--- src/core/ccp_pkg.sv ---
// Package for the capture/compare unit: register map, field layout, modes
package ccp_pkg;
    localparam int unsigned ADDR_W = 2;
    localparam logic [1:0] ADDR_CONTROL = 2'h0;
    localparam logic [1:0] ADDR_VALUE_LOW = 2'h1;
    localparam logic [1:0] ADDR_VALUE_HIGH = 2'h2;
    localparam logic [1:0] ADDR_STATUS = 2'h3;
    localparam logic [7:0] CONTROL_RESET = 8'h00;
    localparam logic [7:0] CONTROL_WR_MASK = 8'hbf;
    localparam logic [7:0] VALUE_RESET = 8'h00;
    localparam logic [3:0] MODE_OFF = 4'h0;
    localparam logic [3:0] MODE_TOGGLE = 4'h2;
    localparam logic [3:0] MODE_CAP_FALL = 4'h4;
    localparam logic [3:0] MODE_CAP_RISE = 4'h5;
    localparam logic [3:0] MODE_CAP_RISE4 = 4'h6;
    localparam logic [3:0] MODE_CAP_RISE16 = 4'h7;
    localparam logic [3:0] MODE_SET_HIGH = 4'h8;
    localparam logic [3:0] MODE_SET_LOW = 4'h9;
    localparam logic [3:0] MODE_SOFT_IRQ = 4'ha;
    localparam logic [3:0] MODE_SPECIAL = 4'hb;
    localparam logic [3:0] PRESCALE_4_LAST = 4'h3;
    localparam logic [3:0] PRESCALE_16_LAST = 4'hf;
    localparam logic [3:0] PRESCALE_ZERO = 4'h0;
    localparam logic [3:0] PRESCALE_ONE = 4'h1;
    localparam int unsigned STATUS_FLAG_BIT = 0;
    localparam int unsigned STATUS_PIN_BIT = 1;
    localparam int unsigned STATUS_OWN_BIT = 2;

    typedef struct packed {
        logic [ADDR_W-1:0] addr;
        logic [7:0]        wdata;
        logic              wr;
        logic              rd;
    } reg_req_t;

    typedef struct packed {
        logic       out;
        logic       oe;
        logic       owned;
    } pin_drive_t;
endpackage

--- src/core/capture_compare_unit.sv ---
// Capture/compare unit with PWM pin ownership, one system clock domain
// Operation
// (RULE1) Capture copies timer1 count, sets flag
// (RULE2) Mode codes choose capture edge and prescale
// (RULE3) Timer1 must be timer or synchronized counter
// (RULE4) Software masks and clears flag after mode change
// (RULE5) Prescaler cleared on reset, off, non-capture
// (RULE6) Prescaler kept across prescale setting changes
// (RULE7) Compare value pair against timer1 continuously
// (RULE8) Match toggles, sets, clears, triggers, interrupts
// (RULE9) Compare codes 0010, 1000, 1001, 1010, 1011
// (RULE10) Every compare match sets the flag
// (RULE11) Control write of zero clears compare latch
// (RULE12) Code 1010 flags only, pin untouched
// (RULE13) Code 1011 resets timer1, starts conversion
// (RULE14) Trigger immediate, timer clear on next tick
// (RULE15) Special trigger never sets timer1 overflow flag
// (RULE16) Removed match cancels pending timer1 reset
// (RULE17) Software sets pin direction to output
// (RULE18) PWM drives up to 10-bit waveform
// (RULE19) Software enables pin driver for PWM
// (RULE20) Control write zero returns pin to port
// (RULE21) Pin edges synchronised and counted once
module capture_compare_unit
    import ccp_pkg::*;
#(
    parameter int unsigned TIMER_W = 16,
    parameter int unsigned DUTY_W  = 10
) (
    input  wire logic                  clk,
    input  wire logic                  rst,
    input  wire ccp_pkg::reg_req_t     reg_req,
    output logic [7:0]                 reg_rdata,
    input  wire logic                  pin_in,
    input  wire logic [TIMER_W-1:0]    timer1_count,
    input  wire logic                  timer1_tick,
    input  wire logic                  adc_enabled,
    input  wire logic [DUTY_W-1:0]     pwm_time_base,
    input  wire logic                  pwm_period_start,
    input  wire logic                  flag_clear,
    output ccp_pkg::pin_drive_t        pin_drive,
    output logic                       ccp_interrupt_flag,
    output logic                       timer1_reset,
    output logic                       adc_start
);
    import ccp_pkg::*;

    logic [7:0]         control_reg;
    logic [7:0]         value_low_reg;
    logic [7:0]         value_high_reg;
    logic [2:0]         pin_sync_reg;
    logic [3:0]         prescale_reg;
    logic [3:0]         prescale_next;
    logic               latch_reg;
    logic               latch_next;
    logic               match_seen_reg;
    logic               reset_pending_reg;
    logic               flag_reg;
    logic [7:0]         rdata_reg;
    logic               pwm_out_reg;
    logic [DUTY_W-1:0]  duty_latch_reg;
    pin_drive_t         drive_reg;
    logic               adc_reg;
    logic               treset_reg;

    function automatic logic is_capture(input logic [3:0] m);
        return m[3:2] == MODE_CAP_FALL[3:2];
    endfunction

    function automatic logic is_compare(input logic [3:0] m);
        return m == MODE_TOGGLE || (m[3:2] == MODE_SET_HIGH[3:2]);
    endfunction

    wire [3:0]          mode = control_reg[3:0];
    wire                capture_mode = is_capture(mode);
    wire                compare_mode = is_compare(mode);
    wire                pwm_mode = mode[3:2] == 2'b11;
    wire [TIMER_W-1:0]  value_pair = {value_high_reg, value_low_reg};
    wire                wr_control = reg_req.wr && reg_req.addr == ADDR_CONTROL;
    wire                wr_low = reg_req.wr && reg_req.addr == ADDR_VALUE_LOW;
    // In PWM the high byte is the duty buffer, read only
    wire                wr_high = reg_req.wr && reg_req.addr == ADDR_VALUE_HIGH && !pwm_mode;
    wire                control_zero = wr_control && reg_req.wdata == CONTROL_RESET;

    // Only second and third stages are compared [RULE21]
    wire                pin_rise = pin_sync_reg[1] && !pin_sync_reg[2];
    wire                pin_fall = !pin_sync_reg[1] && pin_sync_reg[2];
    wire                rise_mode = mode != MODE_CAP_FALL;
    wire                edge_hit = capture_mode && (rise_mode ? pin_rise : pin_fall);
    wire [3:0]          prescale_last = mode == MODE_CAP_RISE4 ? PRESCALE_4_LAST :
                                        mode == MODE_CAP_RISE16 ? PRESCALE_16_LAST :
                                        PRESCALE_ZERO;
    // Count wraps at prescale_last; every-edge modes use last of zero [RULE2]
    wire                capture_now = edge_hit && prescale_reg >= prescale_last; // [RULE2]

    // Equality is level-tested every cycle; event is its rising edge [RULE7]
    wire                match_level = compare_mode && timer1_count == value_pair;
    wire                match_now = match_level && !match_seen_reg;
    wire                special_now = match_now && mode == MODE_SPECIAL;
    wire                pin_owned = (compare_mode && mode != MODE_SOFT_IRQ
                                     && mode != MODE_SPECIAL) || pwm_mode;
    wire [DUTY_W-1:0]   duty_word = {value_low_reg, control_reg[5:4]};
    wire                pwm_next = pwm_period_start ? (duty_word != '0) :
                                   (pwm_time_base == duty_latch_reg ? 1'b0 : pwm_out_reg);
    wire                flag_set = capture_now || match_now; // [RULE1] [RULE10]

    always_comb begin
        prescale_next = prescale_reg;
        if (!capture_mode) begin
            prescale_next = PRESCALE_ZERO; // [RULE5]
        end else if (edge_hit) begin
            // Setting changes keep the count; may fire early [RULE6]
            prescale_next = capture_now ? PRESCALE_ZERO : prescale_reg + PRESCALE_ONE; // [RULE21]
        end
    end

    always_comb begin
        latch_next = latch_reg;
        if (control_zero) begin
            latch_next = 1'b0; // [RULE11]
        end else if (match_now) begin
            unique case (mode)
                MODE_TOGGLE:   latch_next = !latch_reg; // [RULE8] [RULE9]
                MODE_SET_HIGH: latch_next = 1'b1; // [RULE9]
                MODE_SET_LOW:  latch_next = 1'b0; // [RULE9]
                default:       latch_next = latch_reg; // [RULE12]
            endcase
        end
    end

    always_ff @(posedge clk) begin
        if (rst) begin
            control_reg <= CONTROL_RESET;
        end else if (wr_control) begin
            control_reg <= reg_req.wdata & CONTROL_WR_MASK;
        end
    end

    always_ff @(posedge clk) begin
        if (rst) begin
            value_low_reg  <= VALUE_RESET;
            value_high_reg <= VALUE_RESET;
        end else if (capture_now) begin
            {value_high_reg, value_low_reg} <= timer1_count; // [RULE1]
        end else begin
            if (wr_low) begin
                value_low_reg <= reg_req.wdata;
            end
            if (wr_high) begin
                value_high_reg <= reg_req.wdata;
            end
            if (pwm_mode && pwm_period_start) begin
                value_high_reg <= value_low_reg; // [RULE18]
            end
        end
    end

    always_ff @(posedge clk) begin
        if (rst) begin
            pin_sync_reg <= 3'h0;
            prescale_reg <= PRESCALE_ZERO; // [RULE5]
            latch_reg    <= 1'b0;
        end else begin
            pin_sync_reg <= {pin_sync_reg[1:0], pin_in}; // [RULE21]
            prescale_reg <= prescale_next;
            latch_reg    <= latch_next;
        end
    end

    always_ff @(posedge clk) begin
        if (rst) begin
            flag_reg <= 1'b0;
        end else if (flag_set) begin
            flag_reg <= 1'b1; // Set wins over a same-cycle clear
        end else if (flag_clear) begin
            flag_reg <= 1'b0;
        end
    end

    always_ff @(posedge clk) begin
        if (rst) begin
            match_seen_reg    <= 1'b0;
            reset_pending_reg <= 1'b0;
        end else begin
            match_seen_reg <= match_level;
            if (special_now) begin
                reset_pending_reg <= 1'b1; // [RULE14]
            end else if (!match_level || mode != MODE_SPECIAL) begin
                reset_pending_reg <= 1'b0; // [RULE16]
            end else if (timer1_tick) begin
                reset_pending_reg <= 1'b0;
            end
        end
    end

    always_ff @(posedge clk) begin
        if (rst) begin
            pwm_out_reg    <= 1'b0;
            duty_latch_reg <= '0;
        end else if (!pwm_mode) begin
            pwm_out_reg <= 1'b0;
        end else begin
            pwm_out_reg <= pwm_next; // [RULE18]
            if (pwm_period_start) begin
                duty_latch_reg <= duty_word;
            end
        end
    end

    wire [7:0]          status_word = {5'h00, drive_reg.owned, latch_reg, flag_reg};

    always_ff @(posedge clk) begin
        if (rst) begin
            drive_reg <= '0;
        end else begin
            // Ownership tracks mode; writing zero releases pin [RULE20] [RULE12] [RULE13]
            drive_reg.owned <= pin_owned;
            drive_reg.oe    <= pin_owned;
            drive_reg.out   <= pwm_mode ? pwm_next : latch_next;
        end
    end

    always_ff @(posedge clk) begin
        if (rst) begin
            adc_reg    <= 1'b0;
            treset_reg <= 1'b0;
        end else begin
            // Registered, so the trigger shows one cycle after the match [RULE14]
            adc_reg    <= special_now && adc_enabled; // [RULE13]
            // Timer reset only, never the overflow flag [RULE15]
            treset_reg <= reset_pending_reg && match_level && mode == MODE_SPECIAL
                          && timer1_tick; // [RULE13] [RULE14] [RULE16]
        end
    end

    // Data follow addr every cycle; rd has no side effects
    always_ff @(posedge clk) begin
        if (rst) begin
            rdata_reg <= 8'h00;
        end else begin
            unique case (reg_req.addr)
                ADDR_CONTROL:    rdata_reg <= control_reg;
                ADDR_VALUE_LOW:  rdata_reg <= value_low_reg;
                ADDR_VALUE_HIGH: rdata_reg <= value_high_reg;
                ADDR_STATUS:     rdata_reg <= status_word;
            endcase
        end
    end

    assign reg_rdata          = rdata_reg;
    assign pin_drive          = drive_reg;
    assign ccp_interrupt_flag = flag_reg;
    assign timer1_reset       = treset_reg;
    assign adc_start          = adc_reg;
endmodule

--- config.mk ---
export PLATFORM = sky130hd
export DESIGN_NAME = capture_compare_unit
export DESIGN_NICKNAME = d
export VERILOG_FILES = /design/src/core/ccp_pkg.sv /design/src/core/capture_compare_unit.sv
export SDC_FILE = /design/constraint.sdc
export NUM_CORES = 1
export LEC_CHECK = 0
export ABC_AREA = 0
export BUFFER_PORTS_ARGS = -buffer_cell sky130_fd_sc_hd__buf_4
export CORE_MARGIN = 2
export CORE_UTILIZATION = 50
export DETAILED_ROUTE_END_ITERATION = 6
export PLACE_DENSITY_LB_ADDON = 0.2
export SETUP_SLACK_MARGIN = 0.05
export SLEW_MARGIN = 40
export SYNTH_ARGS = -nofsm -noshare
export SYNTH_HDL_FRONTEND = slang
export SYNTH_SLANG_ARGS = --single-unit
--- constraint.sdc ---
create_clock -name clk -period 2.18 [get_ports clk]
set_input_delay 0.436 -clock clk [delete_from_list [all_inputs] [get_ports clk]]
set_output_delay 0.436 -clock clk [all_outputs]
set_load 0.01 [all_outputs]
; Yosys cells after proc, flatten, opt, wreduce, memory -nomap -nowiden
; Index checks and enable logic that the tools add are counted.
[op_classes]
n_lt_le_gt_ge = 1
bitwise = 2
eq_ne = 17
n_reduce_logical = 39
addsub = 1
mux = 21
[ops]
columns = operator, count
row1 = 2-to-1 mux 8 bit, 5
row2 = case mux 8 bit (4 select lines), 1
row3 = logical AND 1 bit, 19
row4 = equality test 16 bit, 1
row5 = "equality test 4 bit, second input constant", 3
row6 = 2-to-1 mux 4 bit, 3
row7 = 2-to-1 mux 1 bit, 11
row8 = equality test 10 bit, 1
row9 = nonzero test 10 bit, 1
row10 = "equality test 2 bit, second input constant", 4
row11 = "equality test 4 x 3 -> 1 bit, second input constant", 2
row12 = zero test 8 bit, 1
row13 = "!= test 4 bit, second input constant", 2
row14 = zero test 1 bit, 6
row15 = nonzero test 3 bit, 2
row16 = "adder 4 x 1 -> 4 bit, second input constant", 1
row17 = "equality test 2 x 1 -> 1 bit, second input constant", 2
row18 = "equality test 4 x 2 -> 1 bit, second input constant", 1
row19 = greater-or-equal comparator 4 bit, 1
row20 = logical OR 1 bit, 4
row21 = "!= test 4 x 3 -> 1 bit, second input constant", 1
row22 = nonzero test 2 bit, 2
row23 = OR reduction 2 bit, 2
row24 = case mux 1 bit (3 select lines), 1
row25 = 3 further kinds, 4
[totals]
in_bits = 45
output_inout_bits = 14
register_bits = 57

; Longest topological paths before layout
; Gate-level depths: netlist of run 1.
[depth]
ltp_word = 7
mapped_depth = 10

; Worst setup path after synthesis of run 1
; OpenSTA, ideal clock, no wires.
[synth_timing]
path_kind = flip-flop to flip-flop
start = register control_reg[3]
end = register value_high_reg[2]
setup_slack_ns = -0.235
path_buffers = 1
required_ns = 2.052
synth_period_minus_slack_ns = 2.415
arrival_time_ns = 2.287
path_stages_with_launch = 11
cell_sequence = dfxtp_1 and2b_1 and2_1 ha_1 nand2b_1 a2111o_1 o2111ai_4 buf_6 nand3_4 mux2i_1 nor2_1
[synth_between]
elab_chain_cells = 6
word_cells_on_any_way = 17
[synth_rtl]
columns = item, line
row1 = start: declaration, capture_compare_unit.sv:48  ; logic [7:0] control_reg;
row2 = start signal: assignment, capture_compare_unit.sv:135  ; control_reg <= reg_req.wdata & CONTROL_WR_MASK;
row3 = equality test 4 x 3 -> 1 bit, capture_compare_unit.sv:91  ; mode == MODE_CAP_RISE16 ? PRESCALE_16_LAST :
row4 = 2-to-1 mux 4 bit, capture_compare_unit.sv:91
row5 = 2-to-1 mux 4 bit, capture_compare_unit.sv:90  ; wire [3:0] prescale_last = mode == MODE_CAP_RISE4 ? PRESCALE_4_LAST :
row6 = greater-or-equal comparator 4 bit, capture_compare_unit.sv:94  ; wire capture_now = edge_hit && prescale_reg >= prescale_last;
row7 = logical AND 1 bit, capture_compare_unit.sv:94
row8 = nonzero test 3 bit (no line) / 2-to-1 mux 8 bit (equally long branches), -
row9 = end signal: assignment, capture_compare_unit.sv:144  ; {value_high_reg, value_low_reg} <= timer1_count;
row10 = end signal: assignment, capture_compare_unit.sv:150  ; value_high_reg <= reg_req.wdata;
row11 = end signal: assignment, capture_compare_unit.sv:153  ; value_high_reg <= value_low_reg;
row12 = end: declaration, capture_compare_unit.sv:50  ; logic [7:0] value_high_reg;
; Several ways; a longest one is shown, not always the timed one.
; A chain may end at the register's enable or synchronous reset.

; Final worst setup path of run 1
[layout_timing]
start = register control_reg[3]
end = register value_high_reg[4]
; The elaborated chain is that of the path after synthesis.

==> results_dict.tcl, run 1 <==
set metrics [dict create \
    cp.arrival_ns 2.61 \
    n_antenna_cell 0 \
    gp_congestion 0.9068 \
    cap_violations 0 \
    fin_crit_ns 2.361 \
    synth-simple-area-share 0.2316 \
    yosys.area.top_type_share 0.3827 \
    path_clk_slew_ns 0.07 \
    slowest_delay_ns 0.41 \
    synth.avg_cell_area_um2 8.981 \
    fin_crit_sh 1.083 \
    async_reset_ff_frac 0 \
    grt_overflow 0 \
    cp_cell_sequence "and2b_2 -> and2_4 -> ha_4 -> nand2b_4 -> a2111o_1 -> o2111ai_4 -> buf_6 -> mux2_4 -> mux2i_1 -> nor2_1" \
    grt_antenna_before_repair 0 \
    routed_via_density 5.609 \
    core_um2 5851 \
    synthAdderAreaFrac 0.02098 \
    cts_made_buffers 9 \
    start_kind "flop" \
    status "complete, but fails checks" \
    nets 461 \
    htreeDepth 3 \
    tightest_slew_ns 0.4611 \
    ant_nets 0 \
    ir_drop_uv 315.9 \
    dr.pass1.iters 4 \
    fin_skew_ns 0.009910 \
    synth_seq_cells 57 \
    fp.dieH_um 81.22 \
    p_switching_w 0.0006148 \
    die_w_um 81.22 \
    rsz0062_at_grt "yes" \
    synth_compound_area_frac 0.1150 \
    synthesis.nets 382 \
    cts.sinks 57 \
    synth_cell_types 45 \
    drt-initial-drc-count 145 \
    io_pins 59 \
    dpl_cell_area_um2 3566 \
    p_leak_nw 1.588 \
    largest_reg_flops 10 \
    hold_viol 0 \
    cts.hold.buffers_added 0 \
    rows 28 \
    synth_ff_type "dfxtp_1" \
    clockRootBuffer "clkbuf_8" \
    synth_xor_xnor_area_share 0.08519 \
    finalSetupViolations 17 \
    p_seq_frac 0.450 \
    dpl.hpwl_um 5585 \
    drive_above_1_share 0.3293 \
    netlist_top_cells_area "dfxtp_1 (38%), mux2i_1 (7.4%), xnor2_1 (7.0%), nand2_1 (6.3%), nor2_1 (5.7%)" \
    ys_seq_area_frac 0.3827 \
    hold_class "in -> reg" \
    vias 2754 \
    grt_use_total 0.2680 \
    p_sw_frac 0.2552 \
    netlist_instances 332 \
    synth_commonest_cells "dfxtp_1 (57), nand2_1 (50), nor2_1 (45)" \
    initial_core_util 0.5096 \
    synthMuxAreaShare 0.1267 \
    clk_path_buf_depth 2 \
    syn_to_final_growth_pct 32.23 \
    wire_per_inst_um 16.61 \
    relSlewSlack 0.6922 \
    grt_pass1_vias 2615 \
    p_int_w 0.001795 \
    yosys.area.top_type "dfxtp_1" \
    cts_tree "built" \
    port_buffers 57 \
    final_max_slew_viol_count 0 \
    cp_slowest_cell "a2111o_1" \
    rr_worst_depth 10 \
    yosysWarnings 0 \
    grt_max_degree 35 \
    cp_max_fo 5 \
    power_density_nw_per_um2 611.2 \
    netlist_area_um2 2982 \
    path_class "reg -> reg" \
    drc_errors 0 \
    end_kind "flop" \
    synth-edff-count 0 \
    setup_slack_ns -0.1814 \
    wl_um 8156 \
    insertion_delay_ns 0.36 \
    post-place-cells 463 \
    synth_top_family_by_area "simple AND/OR/NAND/NOR gates" \
    die_area_um2 6597 \
    required_ns 2.43 \
    grt_pass1_wl_um 12980 \
    p_clk_frac 0.434 \
    max_freq_mhz 423.5 \
    violations "setup timing" \
    fin_tns_setup_ns -2.196 \
    hold_path_depth 2 \
    finalInstanceArea_um2 3943 \
    layout.cells.non_filler 491 \
    combPwrFrac 0.116 \
    synth.most_common_cell "dfxtp_1" \
]
[cell families after synthesis]
family          after synthesis
simple gates                146
flops                        57
compound gates               39
mux                          33
xor+xnor                     29
buf+inv                      23
fa+ha+maj                     5
[worst paths after layout]
| check | end | startpoint | slack, ns |
|---|---|---|---|
| min | pin_sync_reg[0]$_SDFF_PP0_ | pin_in | 0.30 |
| max | value_high_reg[4]$_SDFFE_PP0P_ | control_reg[3]$_SDFFE_PP0P_ | -0.18 |
| min reg2reg | timer1_reset$_SDFF_PP0_ | reset_pending_reg$_SDFFE_PP0P_ | 0.45 |
| max reg2reg | value_high_reg[4]$_SDFFE_PP0P_ | control_reg[3]$_SDFFE_PP0P_ | -0.18 |
[placed cells by master, fill, tap and decap left out, drive strengths merged, types with 10 or more instances in the layout]
master,instances
nor2b,10
dfxtp,57
buf,87
xnor2,24
nor2,45
nand3,11
a21oi,17
mux2i,22
clkbuf,11
nand2,50
[layer usage]
layer	global-route usage	part of all wire	up-vias
li1	-	-	1304
met1	0.3262	0.42	1316
met2	0.4364	0.48	112
met3	0.06667	0.065	22
met4	0.1424	0.028	0
met5	0	0	-
[critical path, delay by kind of cell, from the launching register on]
kind	cells	cell delay (ns)
AND/OR/NAND/NOR	4	0.56
AO/OA/AOI/OAI	2	0.54
multiplexers	2	0.44
flip-flops	1	0.32
adder cells (fa/ha/maj)	1	0.20
buffers and inverters	1	0.19
[timing repair]
action / in CTS / in global routing
endpoints found under the setup margin: 20 / 20
setup buffers: 12 / 1
pin swaps: 10 / 4
gates resized for setup: 15 / 2
[power groups by stage]
stage / combinational [W] / sequential, W / clock [W]
3_3_place_gp: 0.000264 / 0.00111 / 0
3_5_place_dp: 0.000268 / 0.00111 / 0
5_1_grt: 0.000301 / 0.00109 / 0.00110
2_1_floorplan: 0.000146 / 0.00110 / 0
6_report: 0.000279 / 0.00108 / 0.00105
4_1_cts: 0.000276 / 0.00108 / 0.00105
[per-stage QoR]
stage	util	hold WS (ns)	total power (W)	worst slack, ns
after CTS	0.6700	0.3036	0.002413	-0.1898
after global placement	0.6095	0.4213	0.001370	-0.3839
after floorplan	-	0.4101	0.001249	-0.06628
final	0.6739	0.2992	0.002410	-0.1814
after detailed placement	0.6095	0.4348	0.001375	-0.4236
after global routing	0.6739	0.3022	0.002485	-0.2976
[area by class of cell]
class                   instances  area, um^2
flip-flops and latches         57        1142
well taps                      75       93.84
fillers                       487        1908
repair buffers                 87       691.9
inverters                       4       15.01
clock inverters                 5       53.80
clock buffers                  11       151.4
multi-input cells             252        1794
No activity file was read; power rests on OpenSTA's default activity.
==> run 2, diff against run 1 <==
BUFFER_PORTS_ARGS = default   (was -buffer_cell sky130_fd_sc_hd__buf_4)
CORE_UTILIZATION = 57   (was 50)
DONT_BUFFER_PORTS = 1   (was default)
MAX_ROUTING_LAYER = met4   (was default)
==> run 2 against run 1 <==
  * The run still ends with setup timing left
  * Clock power decreased by 21%
  * Critical path depth unchanged
  * Global-route usage increased by 0.72 points
  * Hold slack got worse by 0.12 ns
  * Largest power group unchanged
==> results_dict.tcl, run 2 (same netlist as run 1, synthesis figures left out) <==
set metrics [dict create \
    status "complete, but fails checks" \
    violations "setup timing" \
    cp_num_buf_inv 1 \
    tightest_slew_ns 0.4597 \
    rows 26 \
    fin_crit_ns 2.371 \
    power_density_nw_per_um2 618.6 \
    syn_to_final_growth_pct 12.09 \
    crit_family "simple AND/OR/NAND/NOR gates" \
    required_ns 2.40 \
    cts_tree "built" \
    path_clk_slew_ns 0.06 \
    die_w_um 76.33 \
    relSlewSlack 0.6932 \
    grt_pass1_vias 2419 \
    drive_above_1_share 0.1936 \
    cts_made_buffers 9 \
    rsz0062_at_grt "yes" \
    final_max_slew_viol_count 0 \
    die_area_um2 5826 \
    gp_congestion 0.8931 \
    routed_via_density 5.748 \
    cp_max_fo 4 \
    fin_skew_ns 0.01002 \
    n_antenna_cell 0 \
    p_leak_nw 1.199 \
    fin_crit_sh 1.088 \
    largest_reg_flops 10 \
    layout_common_cells "dfxtp_1 (56), nand2_1 (50), nor2_1 (43), xnor2_1 (24), mux2i_1 (22)" \
    cap_violations 0 \
    grt_pass1_wl_um 12040 \
    min-delay-start "rst" \
    insertion_delay_ns 0.33 \
    startpoint "control_reg[3]$_SDFFE_PP0P_" \
    clockRootBuffer "clkbuf_8" \
    finalSetupViolations 10 \
    cp.arrival_ns 2.59 \
    ant_nets 0 \
    max_freq_mhz 421.7 \
    cp_cell_sequence "and2b_2 -> and2_4 -> ha_4 -> nand2b_4 -> a2111o_1 -> o2111ai_4 -> buf_4 -> mux2_2 -> mux2i_1 -> nor2_1" \
    nets 392 \
    io_pins 59 \
    ir_drop_uv 459.7 \
    setup_slack_ns -0.1915 \
    p_total_w 0.002067 \
    grt_overflow 0 \
    layout.cells.non_filler 416 \
    dr.pass1.iters 4 \
    wl_um 7312 \
    start_kind "flop" \
    hold_viol 0 \
    end_kind "flop" \
    slowest_delay_ns 0.40 \
    vias 2391 \
    cts.sinks 57 \
    hold_class "in -> reg" \
    fp.dieH_um 76.33 \
    drc_errors 0 \
    initial_core_util 0.5875 \
    core_um2 5075 \
    r2r_start "control_reg[3]$_SDFFE_PP0P_" \
    cts.hold.buffers_added 0 \
    dpl.hpwl_um 5270 \
    final_common_cell "dfxtp_1" \
    cp_slowest_cell "a2111o_1" \
    path_class "reg -> reg" \
    grt_max_degree 51 \
    fill_cells 444 \
    htreeDepth 3 \
    drt-initial-drc-count 173 \
    post-place-cells 396 \
    port_buffers 0 \
    wire_per_inst_um 17.58 \
    grt_antenna_before_repair 0 \
    grt_use_total 0.2753 \
    clk_path_buf_depth 2 \
]
## run 2: cell types whose count changed in the layout (fill, tap and decap cells not counted), moves of 6 or more
| cell | previous run | this run |
|---|---|---|
| buf_4 | 79 | 15 |
| buf_6 | 7 | 1 |
| mux2_2 | 2 | 8 |
| mux2_4 | 6 | 0 |
## run 2: what timing repair did
item	4_1_cts	5_1_grt
gates resized for setup	3	3
endpoints found under the setup margin	20	20
pin swaps	3	4
buffers inserted	5	2
## run 2: path summary, 6_finish.rpt
path | to | slack (ns) | depth (start not counted)
worst max-delay path | value_high_reg[1]$_SDFFE_PP0P_ | -0.19 | 10
worst min-delay path | control_reg[1]$_SDFFE_PP0P_ | 0.18 | 1
worst max register to register | value_high_reg[1]$_SDFFE_PP0P_ | -0.19 | 10
worst min register to register | timer1_reset$_SDFF_PP0_ | 0.44 | 2
## run 2: area by class of cell
cell class	instances	area, um^2	area share
clock buffer	11	141.4	0.04231
sequential	57	1142	0.3418
inverter	4	15.01	0.004493
multi-input combinational	252	1772	0.5301
tap	70	87.58	0.02621
clock inverter	4	20.02	0.005990
timing repair buffer	18	163.9	0.04905
## run 2: power breakdown
group,switching [W],internal (W),total [W],leakage [nW]
clock network,0.000396,0.000429,0.000825,0.0887
registers,0.0000224,0.00106,0.00109,0.462
logic,0.0000690,0.0000874,0.000156,0.649
total,0.000488,0.00158,0.00207,1.20
## run 2: per-layer routing
| layer | wire length (um) | track usage | vias to the layer above |
|---|---|---|---|
| li1 | - | - | 1164 |
| met1 | 3261 | 0.3459 | 1126 |
| met2 | 3396 | 0.4283 | 87 |
| met3 | 499 | 0.06517 | 14 |
| met4 | 155 | 0.1127 | 0 |
| met5 | 0 | - | - |
## run 2: worst reg2reg max path, cell delays in order (launching register included)
cell	delay, ns
dfxtp_2	0.32
and2b_2	0.21
and2_4	0.17
ha_4	0.20
nand2b_4	0.12
a2111o_1	0.40
o2111ai_4	0.11
buf_4	0.19
mux2_2	0.34
mux2i_1	0.14
nor2_1	0.05
## run 2: stage by stage
stage / cell area [um^2] / utilization / setup WS [ns] / hold slack [ns] / TNS (ns)
2_1_floorplan: 3007 / - / -0.06628 / 0.4101 / -0.6900
3_3_place_gp: 3107 / 0.6122 / -0.2809 / 0.4159 / -3.440
3_5_place_dp: 3107 / 0.6122 / -0.3528 / 0.4263 / -4.382
4_1_cts: 3326 / 0.6553 / -0.1959 / 0.1612 / -1.542
5_1_grt: 3342 / 0.6585 / -0.3000 / 0.1630 / -3.070
6_report: 3342 / 0.6585 / -0.1915 / 0.1769 / -1.641
